### src/include/tcu_pkg.sv
// package for the 8-bit timer counter unit: register map, field layout, modes
// assumes a byte-wide register port with one-cycle read latency
package tcu_pkg;

  // ------------------------------------------------------------------
  // register map
  // ------------------------------------------------------------------
  localparam logic [3:0] TCU_ADDR_CTRL_A  = 4'h0;  // control_register_a
  localparam logic [3:0] TCU_ADDR_CTRL_B  = 4'h1;  // control_register_b
  localparam logic [3:0] TCU_ADDR_COUNT   = 4'h2;  // counter_value
  localparam logic [3:0] TCU_ADDR_CMP_A   = 4'h3;  // compare_value_a
  localparam logic [3:0] TCU_ADDR_CMP_B   = 4'h4;  // compare_value_b
  localparam logic [3:0] TCU_ADDR_MASK    = 4'h5;  // timer_mask_register
  localparam logic [3:0] TCU_ADDR_FLAG    = 4'h6;  // timer_flag_register
  localparam logic [3:0] TCU_ADDR_TICKSRC = 4'h7;  // not decoded: reads return zero, writes have no effect

  // ------------------------------------------------------------------
  // field layout
  // ------------------------------------------------------------------
  localparam int TCU_WGM_LO_POS = 0;  // waveform mode bits 1:0 in control_register_a
  localparam int TCU_COM_B_POS  = 4;  // compare output b mode, 2 bits
  localparam int TCU_COM_A_POS  = 6;  // compare output a mode, 2 bits
  localparam int TCU_CS_POS     = 0;  // clock_select_field, 3 bits in control_register_b
  localparam int TCU_WGM_HI_POS = 3;  // waveform mode bit 2 in control_register_b
  localparam int TCU_FLG_OVF    = 0;
  localparam int TCU_FLG_CMPA   = 1;
  localparam int TCU_FLG_CMPB   = 2;

  // ------------------------------------------------------------------
  // values
  // ------------------------------------------------------------------
  localparam logic [7:0] TCU_BOTTOM    = 8'h00;
  localparam logic [7:0] TCU_MAX       = 8'hff;
  localparam logic [7:0] TCU_RESET_VAL = 8'h00;
  localparam logic [7:0] TCU_ONE       = 8'h01;

  // clock select codes
  localparam logic [2:0] TCU_CS_STOP   = 3'h0;
  localparam logic [2:0] TCU_CS_DIV1   = 3'h1;
  localparam logic [2:0] TCU_CS_DIV8   = 3'h2;
  localparam logic [2:0] TCU_CS_DIV64  = 3'h3;
  localparam logic [2:0] TCU_CS_DIV256 = 3'h4;
  localparam logic [2:0] TCU_CS_DIV1K  = 3'h5;
  localparam logic [2:0] TCU_CS_EXT_FALL = 3'h6;
  localparam logic [2:0] TCU_CS_EXT_RISE = 3'h7;

  // waveform modes
  localparam logic [2:0] TCU_WGM_NORMAL    = 3'h0;
  localparam logic [2:0] TCU_WGM_PC_MAX    = 3'h1;
  localparam logic [2:0] TCU_WGM_CTC       = 3'h2;
  localparam logic [2:0] TCU_WGM_FAST_MAX  = 3'h3;
  localparam logic [2:0] TCU_WGM_PC_OCRA   = 3'h5;
  localparam logic [2:0] TCU_WGM_FAST_OCRA = 3'h7;

  // register port request
  typedef struct packed {
    logic [3:0] addr;
    logic [7:0] wdata;
    logic       wr;
    logic       rd;
  } tcu_req_t;

  // flag group
  typedef struct packed {
    logic cmp_b;
    logic cmp_a;
    logic ovf;
  } tcu_evt_t;

endpackage : tcu_pkg

### src/tcu_counter_unit.sv
// 8-bit timer counter unit with two compare channels, flags, masks and waveform outputs
// assumes a byte register port (read data one cycle after the strobe) and an
// external count pin already synchronous to core_clk_i
`timescale 1ns/1ps
`default_nettype none

module tcu_counter_unit
  import tcu_pkg::*;
(
  // clock and reset
  input  wire logic       core_clk_i,
  input  wire logic       reset_i,
  // register port
  input  wire logic [3:0] reg_addr_i,
  input  wire logic [7:0] reg_wdata_i,
  input  wire logic       reg_wr_i,
  input  wire logic       reg_rd_i,
  output logic      [7:0] reg_rdata_o,
  // interrupt
  input  wire logic       irq_ack_ovf_i,
  input  wire logic       irq_ack_cmpa_i,
  input  wire logic       irq_ack_cmpb_i,
  output logic            irq_o,
  // pins
  input  wire logic       external_count_pin_i,
  output logic            compare_output_a_o,
  output logic            compare_output_b_o
);

  // ------------------------------------------------------------------
  // registers
  // ------------------------------------------------------------------
  logic [7:0] ctrl_a_r;
  logic [7:0] ctrl_b_r;
  logic [7:0] counter_value_r;
  logic [7:0] compare_value_a_r;
  logic [7:0] compare_value_b_r;
  logic [7:0] cmp_buf_a_r;
  logic [7:0] cmp_buf_b_r;
  logic [2:0] mask_r;
  logic [2:0] flag_r;
  logic [9:0] presc_r;
  logic       ext_prev_r;
  logic       dir_down_r;
  logic       blk_r;
  logic       oc_a_r;
  logic       oc_b_r;

  tcu_req_t req;
  assign req = '{addr: reg_addr_i, wdata: reg_wdata_i, wr: reg_wr_i, rd: reg_rd_i};

  // ------------------------------------------------------------------
  // decode
  // ------------------------------------------------------------------
  wire wr_ctrl_a = req.wr && (req.addr == TCU_ADDR_CTRL_A);
  wire wr_ctrl_b = req.wr && (req.addr == TCU_ADDR_CTRL_B);
  wire wr_count  = req.wr && (req.addr == TCU_ADDR_COUNT);
  wire wr_cmp_a  = req.wr && (req.addr == TCU_ADDR_CMP_A);
  wire wr_cmp_b  = req.wr && (req.addr == TCU_ADDR_CMP_B);
  wire wr_mask   = req.wr && (req.addr == TCU_ADDR_MASK);
  wire wr_flag   = req.wr && (req.addr == TCU_ADDR_FLAG);

  wire [2:0] cs_sel = ctrl_b_r[TCU_CS_POS +: 3];
  wire [2:0] wgm    = {ctrl_b_r[TCU_WGM_HI_POS], ctrl_a_r[TCU_WGM_LO_POS +: 2]};
  wire [1:0] com_a  = ctrl_a_r[TCU_COM_A_POS +: 2];
  wire [1:0] com_b  = ctrl_a_r[TCU_COM_B_POS +: 2];

  // ------------------------------------------------------------------
  // tick selection
  // ------------------------------------------------------------------
  wire ext_rise = external_count_pin_i && !ext_prev_r;
  wire ext_fall = !external_count_pin_i && ext_prev_r;
  logic timer_tick;
  always_comb begin
    case (cs_sel)
      TCU_CS_STOP:     timer_tick = 1'b0;
      TCU_CS_DIV1:     timer_tick = 1'b1;
      TCU_CS_DIV8:     timer_tick = (presc_r[2:0] == 3'h7);
      TCU_CS_DIV64:    timer_tick = (presc_r[5:0] == 6'h3f);
      TCU_CS_DIV256:   timer_tick = (presc_r[7:0] == 8'hff);
      TCU_CS_DIV1K:    timer_tick = (presc_r == 10'h3ff);
      TCU_CS_EXT_FALL: timer_tick = ext_fall;
      TCU_CS_EXT_RISE: timer_tick = ext_rise;
      default:         timer_tick = 1'b0;
    endcase
  end

  // ------------------------------------------------------------------
  // mode decode
  // ------------------------------------------------------------------
  wire mode_pwm   = (wgm == TCU_WGM_PC_MAX) || (wgm == TCU_WGM_FAST_MAX) ||
                    (wgm == TCU_WGM_PC_OCRA) || (wgm == TCU_WGM_FAST_OCRA);
  wire mode_pc    = (wgm == TCU_WGM_PC_MAX) || (wgm == TCU_WGM_PC_OCRA);
  wire mode_clear = (wgm == TCU_WGM_CTC) || (wgm == TCU_WGM_FAST_MAX) || (wgm == TCU_WGM_FAST_OCRA);
  wire top_is_a   = (wgm == TCU_WGM_CTC) || (wgm == TCU_WGM_PC_OCRA) || (wgm == TCU_WGM_FAST_OCRA);

  wire [7:0] top_val  = top_is_a ? compare_value_a_r : TCU_MAX;
  wire       at_bot   = (counter_value_r == TCU_BOTTOM);
  wire       at_max   = (counter_value_r == TCU_MAX);
  wire       at_top   = (counter_value_r == top_val);
  wire       match_a  = (counter_value_r == compare_value_a_r);
  wire       match_b  = (counter_value_r == compare_value_b_r);

  // direction: phase correct turns down at top and up at bottom
  wire dir_down = mode_pc && (at_top ? 1'b1 : (at_bot ? 1'b0 : dir_down_r));

  logic [7:0] count_nxt;
  always_comb begin
    if (mode_clear && at_top) begin
      count_nxt = TCU_BOTTOM;
    end else if (dir_down) begin
      count_nxt = counter_value_r - TCU_ONE;
    end else begin
      count_nxt = counter_value_r + TCU_ONE;
    end
  end

  // overflow point: wrap to zero in non-pwm and fast, bottom in phase correct
  wire ovf_evt = timer_tick && (mode_pc ? at_bot : (count_nxt == TCU_BOTTOM));

  // compare buffers load at top in phase correct, on the wrap to zero in fast; direct otherwise
  wire buf_load = mode_pwm && timer_tick && (mode_pc ? at_top : (count_nxt == TCU_BOTTOM));

  // a counter write blocks compare flags, and compare pin changes in non-pwm modes, on the next tick
  wire cmp_a_evt = timer_tick && match_a && !blk_r;
  wire cmp_b_evt = timer_tick && match_b && !blk_r;

  tcu_evt_t evt;
  assign evt = '{cmp_b: cmp_b_evt, cmp_a: cmp_a_evt, ovf: ovf_evt};

  // set wins over a clear in the same cycle
  wire [2:0] ack      = {irq_ack_cmpb_i, irq_ack_cmpa_i, irq_ack_ovf_i};
  wire [2:0] clr      = ack | (wr_flag ? req.wdata[2:0] : 3'h0);
  wire [2:0] flag_nxt = (flag_r & ~clr) | evt;

  // waveform: fast with com 2 sets at bottom, clears at match, com 3 the reverse; phase correct toggles via match and direction
  logic oc_a_nxt;
  logic oc_b_nxt;
  always_comb begin
    oc_a_nxt = oc_a_r;
    oc_b_nxt = oc_b_r;
    if (timer_tick) begin
      if (!mode_pwm) begin
        if (match_a && !blk_r) begin
          oc_a_nxt = (com_a == 2'h1) ? !oc_a_r : (com_a == 2'h2) ? 1'b0 : (com_a == 2'h3) ? 1'b1 : oc_a_r;
        end
        if (match_b && !blk_r) begin
          oc_b_nxt = (com_b == 2'h1) ? !oc_b_r : (com_b == 2'h2) ? 1'b0 : (com_b == 2'h3) ? 1'b1 : oc_b_r;
        end
      end else begin
        if (match_a && com_a[1]) begin
          oc_a_nxt = mode_pc ? (dir_down ? com_a[0] : !com_a[0]) : com_a[0];
        end else if (!mode_pc && at_bot && com_a[1]) begin
          oc_a_nxt = !com_a[0];
        end
        if (match_b && com_b[1]) begin
          oc_b_nxt = mode_pc ? (dir_down ? com_b[0] : !com_b[0]) : com_b[0];
        end else if (!mode_pc && at_bot && com_b[1]) begin
          oc_b_nxt = !com_b[0];
        end
      end
    end
  end

  // ------------------------------------------------------------------
  // state
  // ------------------------------------------------------------------
  always_ff @(posedge core_clk_i) begin
    if (reset_i) begin
      ctrl_a_r          <= TCU_RESET_VAL;
      ctrl_b_r          <= TCU_RESET_VAL;
      counter_value_r   <= TCU_RESET_VAL;
      compare_value_a_r <= TCU_RESET_VAL;
      compare_value_b_r <= TCU_RESET_VAL;
      cmp_buf_a_r       <= TCU_RESET_VAL;
      cmp_buf_b_r       <= TCU_RESET_VAL;
      mask_r            <= 3'h0;
      flag_r            <= 3'h0;
      presc_r           <= 10'h000;
      ext_prev_r        <= 1'b0;
      dir_down_r        <= 1'b0;
      blk_r             <= 1'b0;
      oc_a_r            <= 1'b0;
      oc_b_r            <= 1'b0;
    end else begin
      presc_r    <= presc_r + 10'h001;
      ext_prev_r <= external_count_pin_i;
      flag_r     <= flag_nxt;
      if (wr_ctrl_a) ctrl_a_r <= req.wdata;
      if (wr_ctrl_b) ctrl_b_r <= req.wdata;
      if (wr_mask) mask_r <= req.wdata[2:0];
      if (wr_count) begin
        counter_value_r <= req.wdata;
        blk_r           <= 1'b1;
      end else if (timer_tick) begin
        counter_value_r <= count_nxt;
        blk_r           <= 1'b0;
      end
      if (timer_tick) dir_down_r <= dir_down;
      oc_a_r <= oc_a_nxt;
      oc_b_r <= oc_b_nxt;
      if (wr_cmp_a) cmp_buf_a_r <= req.wdata;
      if (wr_cmp_b) cmp_buf_b_r <= req.wdata;
      // non-pwm modes write through; pwm modes take the buffer at the update point
      if (!mode_pwm && wr_cmp_a) begin
        compare_value_a_r <= req.wdata;
      end else if (buf_load) begin
        compare_value_a_r <= cmp_buf_a_r;
      end
      if (!mode_pwm && wr_cmp_b) begin
        compare_value_b_r <= req.wdata;
      end else if (buf_load) begin
        compare_value_b_r <= cmp_buf_b_r;
      end
    end
  end

  // ------------------------------------------------------------------
  // read path
  // ------------------------------------------------------------------
  logic [7:0] rd_mux;
  always_comb begin
    case (req.addr)
      TCU_ADDR_CTRL_A: rd_mux = ctrl_a_r;
      TCU_ADDR_CTRL_B: rd_mux = ctrl_b_r;
      TCU_ADDR_COUNT:  rd_mux = counter_value_r;
      TCU_ADDR_CMP_A:  rd_mux = mode_pwm ? cmp_buf_a_r : compare_value_a_r;
      TCU_ADDR_CMP_B:  rd_mux = mode_pwm ? cmp_buf_b_r : compare_value_b_r;
      TCU_ADDR_MASK:   rd_mux = {5'h00, mask_r};
      TCU_ADDR_FLAG:   rd_mux = {5'h00, flag_r};
      default:         rd_mux = 8'h00;
    endcase
  end

  always_ff @(posedge core_clk_i) begin
    if (reset_i) begin
      reg_rdata_o <= 8'h00;
    end else begin
      reg_rdata_o <= req.rd ? rd_mux : 8'h00;
    end
  end

  assign irq_o              = |(flag_r & mask_r);
  assign compare_output_a_o = oc_a_r;
  assign compare_output_b_o = oc_b_r;

  // ------------------------------------------------------------------
  // checks
  // ------------------------------------------------------------------
  property p_stopped;
    @(posedge core_clk_i) disable iff (reset_i)
    (cs_sel == TCU_CS_STOP) && !wr_count && !reset_i |=> $stable(counter_value_r);
  endproperty
  a_stopped: assert property (p_stopped) else $error("counter moved while stopped");

  property p_wr_wins;
    @(posedge core_clk_i) disable iff (reset_i)
    wr_count |=> counter_value_r == $past(reg_wdata_i);
  endproperty
  a_wr_wins: assert property (p_wr_wins) else $error("counter write lost");

  property p_norm_step;
    @(posedge core_clk_i) disable iff (reset_i)
    (wgm == TCU_WGM_NORMAL) && timer_tick && !wr_count |=> counter_value_r == $past(counter_value_r) + TCU_ONE;
  endproperty
  a_norm_step: assert property (p_norm_step) else $error("normal mode did not count up");

  property p_ovf_wrap;
    @(posedge core_clk_i) disable iff (reset_i)
    (wgm == TCU_WGM_NORMAL) && timer_tick && !wr_count && at_max |=> flag_r[TCU_FLG_OVF] && at_bot;
  endproperty
  a_ovf_wrap: assert property (p_ovf_wrap) else $error("overflow not set on wrap");

  property p_cmp_set;
    @(posedge core_clk_i) disable iff (reset_i)
    timer_tick && match_a && !blk_r |=> flag_r[TCU_FLG_CMPA];
  endproperty
  a_cmp_set: assert property (p_cmp_set) else $error("compare a flag not set");

  property p_w1c;
    @(posedge core_clk_i) disable iff (reset_i)
    wr_flag && reg_wdata_i[TCU_FLG_CMPB] && !cmp_b_evt |=> !flag_r[TCU_FLG_CMPB];
  endproperty
  a_w1c: assert property (p_w1c) else $error("compare b flag not cleared");

  property p_irq;
    @(posedge core_clk_i) disable iff (reset_i)
    flag_r[TCU_FLG_OVF] && !mask_r[TCU_FLG_OVF] && (flag_r[2:1] & mask_r[2:1]) == 2'h0 |-> !irq_o;
  endproperty
  a_irq: assert property (p_irq) else $error("masked flag raised interrupt");

  property p_ctc_clear;
    @(posedge core_clk_i) disable iff (reset_i)
    (wgm == TCU_WGM_CTC) && timer_tick && !wr_count && match_a |=> counter_value_r == TCU_BOTTOM;
  endproperty
  a_ctc_clear: assert property (p_ctc_clear) else $error("ctc did not clear at top");

  property p_reset;
    @(posedge core_clk_i)
    reset_i |=> counter_value_r == TCU_RESET_VAL && flag_r == 3'h0 && cs_sel == TCU_CS_STOP;
  endproperty
  a_reset: assert property (p_reset) else $error("reset state wrong");

  property p_reset_out;
    @(posedge core_clk_i)
    reset_i |=> !irq_o && !compare_output_a_o && !compare_output_b_o && reg_rdata_o == 8'h00;
  endproperty
  a_reset_out: assert property (p_reset_out) else $error("outputs not cleared by reset");

  property p_rd_idle;
    @(posedge core_clk_i) disable iff (reset_i)
    !req.rd |=> reg_rdata_o == 8'h00;
  endproperty
  a_rd_idle: assert property (p_rd_idle) else $error("read data left standing");

  property p_ext_rise;
    @(posedge core_clk_i) disable iff (reset_i)
    (cs_sel == TCU_CS_EXT_RISE) && ext_rise && (wgm == TCU_WGM_NORMAL) && !wr_count
      |=> counter_value_r == $past(counter_value_r) + TCU_ONE;
  endproperty
  a_ext_rise: assert property (p_ext_rise) else $error("rising pin edge did not count");

  property p_top_down;
    @(posedge core_clk_i) disable iff (reset_i)
    mode_pc && timer_tick && at_top && !wr_count |=> counter_value_r == $past(counter_value_r) - TCU_ONE;
  endproperty
  a_top_down: assert property (p_top_down) else $error("phase correct did not turn at top");

  property p_clear_zero;
    @(posedge core_clk_i) disable iff (reset_i)
    mode_clear && timer_tick && at_top && !wr_count |=> at_bot;
  endproperty
  a_clear_zero: assert property (p_clear_zero) else $error("clear at top missed");

  property p_blk;
    @(posedge core_clk_i) disable iff (reset_i)
    blk_r && timer_tick && !flag_r[TCU_FLG_CMPA] |=> !flag_r[TCU_FLG_CMPA];
  endproperty
  a_blk: assert property (p_blk) else $error("blocked compare set its flag");

  property p_buf_hold;
    @(posedge core_clk_i) disable iff (reset_i)
    mode_pwm && wr_cmp_a && !buf_load |=> $stable(compare_value_a_r);
  endproperty
  a_buf_hold: assert property (p_buf_hold) else $error("compare a changed before update point");

  property p_irq_set;
    @(posedge core_clk_i) disable iff (reset_i)
    (flag_r & mask_r) != 3'h0 |-> irq_o;
  endproperty
  a_irq_set: assert property (p_irq_set) else $error("unmasked flag without interrupt");

  property p_oc_toggle;
    @(posedge core_clk_i) disable iff (reset_i)
    !mode_pwm && timer_tick && match_a && !blk_r && (com_a == 2'h1)
      |=> compare_output_a_o != $past(compare_output_a_o);
  endproperty
  a_oc_toggle: assert property (p_oc_toggle) else $error("compare output a did not toggle");

endmodule : tcu_counter_unit

`default_nettype wire

### config.mk
export PLATFORM = sky130hd
export DESIGN_NAME = tcu_counter_unit
export DESIGN_NICKNAME = d
export VERILOG_FILES = /design/src/include/tcu_pkg.sv /design/src/tcu_counter_unit.sv
export SDC_FILE = /design/constraint.sdc
export NUM_CORES = 1
export LEC_CHECK = 0
export BUFFER_PORTS_ARGS = -buffer_cell sky130_fd_sc_hd__buf_2
export CAP_MARGIN = 10
export CORE_MARGIN = 8
export CORE_UTILIZATION = 55
export CTS_BUF_LIST = sky130_fd_sc_hd__clkbuf_16
export DETAILED_ROUTE_END_ITERATION = 10
export PLACE_DENSITY = 0.76
export SLEW_MARGIN = 20
export SYNTH_ARGS = -nofsm -noshare
export SYNTH_HDL_FRONTEND = slang
export SYNTH_SLANG_ARGS = --single-unit
### constraint.sdc
create_clock -name core_clk_i -period 4.05 [get_ports core_clk_i]
set_clock_uncertainty 0.15 [all_clocks]
set_input_delay 0.6075 -clock core_clk_i [delete_from_list [all_inputs] [get_ports core_clk_i]]
set_output_delay 0.6075 -clock core_clk_i [all_outputs]
set_load 0.01 [all_outputs]
==> Flow_metrics.wiki <==
{| class="wikitable"
! Metric !! Value
|-
| Status || complete, but fails checks
|-
| Failing checks || negative setup slack
|-
| Seq pwr share || 43.4%
|-
| Post-route minimum period || 4.08 ns
|-
| Hold path start || presc_r[0]
|-
| Final routed wire length divided by cell count || between 20 and 25 um
|-
| Port-buffer cells || 30
|-
| Slew @ Worst Pin || 1.10 ns
|-
| Post-CTS Hold Buffers || 0
|-
| Final-report hold violation count || 0
|-
| Overall die area || 12000 sq um
|-
| Cell types occupying the most area after synthesis || dfxtp_1 (35%), nor2_1 (6.2%), mux2i_1 (5.8%), nor4_1 (4.5%), a21oi_1 (4.4%)
|-
| Fin crit share || 101%
|-
| Post-detailed-routing wire length || ~16000 um
|-
| Clk sinks || 85
|-
| Max incr delay on CP || between 0.3 and 0.4 ns
|-
| Worst path required time || between 4 and 5 ns
|-
| Remaining DRCs || 0
|-
| Final worst setup slack || -0.0313 ns
|-
| Syn Nets || between 600 and 700
|-
| Final-stage net count || about 700
|-
| Synthesized area || 4830 sq um
|-
| Average vias per placed instance || between 6 and 7
|-
| Congestion Overflow GR || 0
|-
| Max-slew violation total from the final report || 0
|-
| Share of power burned in the clock network || between 40% and 50%
|-
| Leak || roughly 2.3 nW
|-
| Boundary pin count || 31
|-
| Max H-tree Level || 3
|-
| Register-to-register setup slack || -0.03 ns
|-
| Core Box Area || roughly 8600 sq um
|-
| CP cell instances || buf_6 > buf_12 > nor4_1 > nand2_1 > nand2_1 > o31ai_2 > and2_4 > buf_6 > fa_2 > a211oi_2 > nor4b_1 > a211oi_2 > nor4bb_4 > buf_4 > a211oi_4 > buf_6 > clkbuf_16 > nor4_1 > nor4_1
|-
| Top-area cell type share of the netlist area || between 30% and 40%
|-
| Share of final-layout standard cells stronger than drive strength 1 || around 25%
|-
| Switching power total || a little over 0.5 mW
|-
| Most common cell after layout, fill and taps aside || dfxtp_1
|-
| Cell count after synthesis || between 600 and 700
|-
| Post-synthesis sequential area ratio || between 30% and 40%
|-
| Type of element launching the critical path || flip-flop
|-
| R2r endpoint || compare_value_a_r[7]
|-
| Via count of the first global-routing pass || approximately 4700
|-
| Antenna Nets Post-Route || 0
|-
| Fraction of power spent switching nets || approximately 26%
|-
| Distinct cell type count of the synthesized netlist || 62
|-
| Drt first-iter violations || between 400 and 500
|-
| Maximum ir drop on the vdd rail || 0.000214 V
|-
| Hold path cells || 1
|-
| Max-Cap Viols || 0
|-
| PnR Total Power || about 2 mW
|-
| Master of the slowest instance on the critical path || fa_2
|-
| Clock-pin slew of the registers on the worst-case setup and hold paths || approximately 0.060 ns
|-
| First-pass GRT wire length || around 24000 um
|-
| Routability cong. || 0.943
|-
| Final setup fails || 5
|-
| Worst-case reg-to-reg path depth || 19
|-
| Async S/R FF share, synth || 0%
|-
| Final cell utilization of the core || between 70% and 80%
|-
| Post-synthesis to final-layout area growth || 28.1%
|-
| Number of synthesized flops with an enable pin || 0
|-
| Setup repair after global routing missed its margin || true
|-
| Root buf cell || clkbuf_16
|-
| Element type at the critical path end || flip-flop
|-
| Antenna violations before repair || 0
|-
| Number of warnings printed during yosys synthesis || 0
|-
| Path type of the worst min-delay path || flip-flop to flip-flop
|-
| Placement row count || 34
|-
| Number of buffers inserted during clock tree synthesis || 9
|-
| Main flop type after synthesis || dfxtp_1
|-
| Initial standard-cell utilization of the core || around 56%
|-
| Maximum buffer depth of the clock tree || 2
|-
| Leading area contributor after synthesis || dfxtp_1
|-
| Cell area power density || approximately 320 nW/um^2
|-
| Startpoint of the most critical register-to-register path || counter_value_r[5]
|-
| Commonest non-fill, non-tap cells in the layout || dfxtp_1 (81), nor2_1 (80), buf_4 (52)
|-
| Combinational group share of total power || around a tenth
|-
| Number of search-and-repair iterations in the first detailed-routing pass || 5
|-
| DP Wirelength || 10500 um
|-
| Arrival time reported for the critical path endpoint || slightly above 4 ns
|-
| Global Route Usage Sum || about a quarter
|-
| Highest achievable clock rate || between 200 and 250 MHz
|-
| Headroom to the max-slew limit || between 20% and 30%
|-
| Floorplan die height || 110 um
|-
| Worst Setup Path Type || flip-flop to flip-flop
|-
| Critical path fanouts, max || 16
|-
| Total of flip-flops plus latches after synthesis || 85
|-
| Maximum number of pins on one net before global-route repair || 44
|-
| Worst-Skew Late Latency || 0.35 ns
|-
| TritonCTS clock tree || done
|-
| Number of antenna cells inserted || 0
|-
| Worst Hold Path EP || presc_r[0]
|-
| Vias || between 5000 and 6000
|-
| Synthesized area per cell || ~8 sq um
|-
| Internal Power || between 1 and 1.5 mW
|-
| Horiz. Die Dim || roughly 110 um
|}
cell type report:
cell class / count / area (sq um)
well taps: 108 / 135
multi-input cells: 455 / 3250
clock buffers: 9 / 225
clock inverters: 7 / 103
fillers: 651 / 2450
flip-flops and latches: 85 / 1710
inverters: 20 / 75.1
repair buffers: 91 / 687
worst max-delay path, delay by kind of cell, from the launching register on:
kind            cells  cell delay, ns
compound gates      4            0.73
fa+ha+maj           1            0.36
buf+inv             6            0.88
flops               1            0.32
simple gates        8            1.49
timing repair:
item | in CTS | in global routing
gates resized for setup | 3 | 63
endpoints found under the setup margin | 17 | 18
setup buffers | 2 | 9
endpoints found under the hold margin | 0 | 0
pin swaps | 4 | 25
gates cloned | 0 | 2
power groups by stage:
| stage | registers [mW] | logic, mW | clock network [mW] |
|---|---|---|---|
| 3_3_place_gp | 0.880 | 0.178 | 0 |
| 4_1_cts | 0.862 | 0.184 | 0.924 |
| 5_1_grt | 0.864 | 0.216 | 0.953 |
| 2_1_floorplan | 0.878 | 0.113 | 0 |
| 3_5_place_dp | 0.881 | 0.182 | 0 |
| 6_report | 0.863 | 0.202 | 0.925 |
kinds of logic after synthesis:
kind of cell / Yosys count / synth area share (%)
and+or+nand+nor: 257 / 26.0
AOI/OAI and AO/OA: 139 / 20.7
DFF: 85 / 35.2
buffers and inverters: 63 / 5.39
muxes: 31 / 6.74
xor gates and xnor gates: 19 / 3.45
adders and majority gates: 9 / 2.49
per-layer routing:
layer  GRT usage, %  up-vias  share of wire [%]
met5              0        -                  0
met4           12.1        0                3.3
met3           5.16       57                7.9
met2           40.0      265                 47
met1           33.2     2402                 42
li1               -     2313                  -
registers in the layout, summed over array words and instances (netlist names), 3 cells and up:
register and count:
cmp_buf_a_r 8, cmp_buf_b_r 8, compare_value_a_r 8, compare_value_b_r 8, counter_value_r 8, ctrl_a_r 8
ctrl_b_r 8, flag_r 3, mask_r 3, presc_r 10, reg_rdata_o 8
per-stage QoR:
step / area [sq um] / worst slack [ns] / cells / setup TNS (ns) / hold slack (ns)
after floorplan: 4860 / 0.0315 / 603 / 0 / 0.276
after global placement: 5350 / 0.00124 / 746 / 0 / 0.291
after detailed placement: 5350 / -0.139 / 746 / -0.848 / 0.300
after CTS: 5700 / -0.0288 / 764 / -0.0288 / 0.313
after global routing: 6190 / -0.285 / 775 / -2.70 / 0.335
final: 6190 / -0.0313 / 775 / -0.0861 / 0.312
Yosys cell counts (6+ instances only):
library cell	count
a21oi_1	42
xor2_1	7
nand2b_1	12
xnor2_1	12
o22ai_1	10
o21a_1	8
nand2_1	46
o21ai_0	9
o211a_1	8
nand3_1	42
nor2b_1	12
nor2_1	80
nor4_1	35
nand4_1	6
a211oi_1	13
inv_1	20
nor3_1	6
dfxtp_1	85
ha_1	8
clkbuf_1	35
mux2i_1	28
worst max-delay path by stage:
stage                            start                   end  slack [ns]
floorplan           counter_value_r[5]  compare_value_a_r[3]        0.03
CTS                 counter_value_r[3]  compare_value_a_r[5]       -0.03
global route        counter_value_r[7]  compare_value_a_r[4]       -0.29
detailed placement  counter_value_r[3]  compare_value_a_r[5]       -0.14
finish              counter_value_r[5]  compare_value_a_r[7]       -0.03
global placement    counter_value_r[3]             flag_r[0]       0.001
No activity file was read; power rests on OpenSTA's default activity.
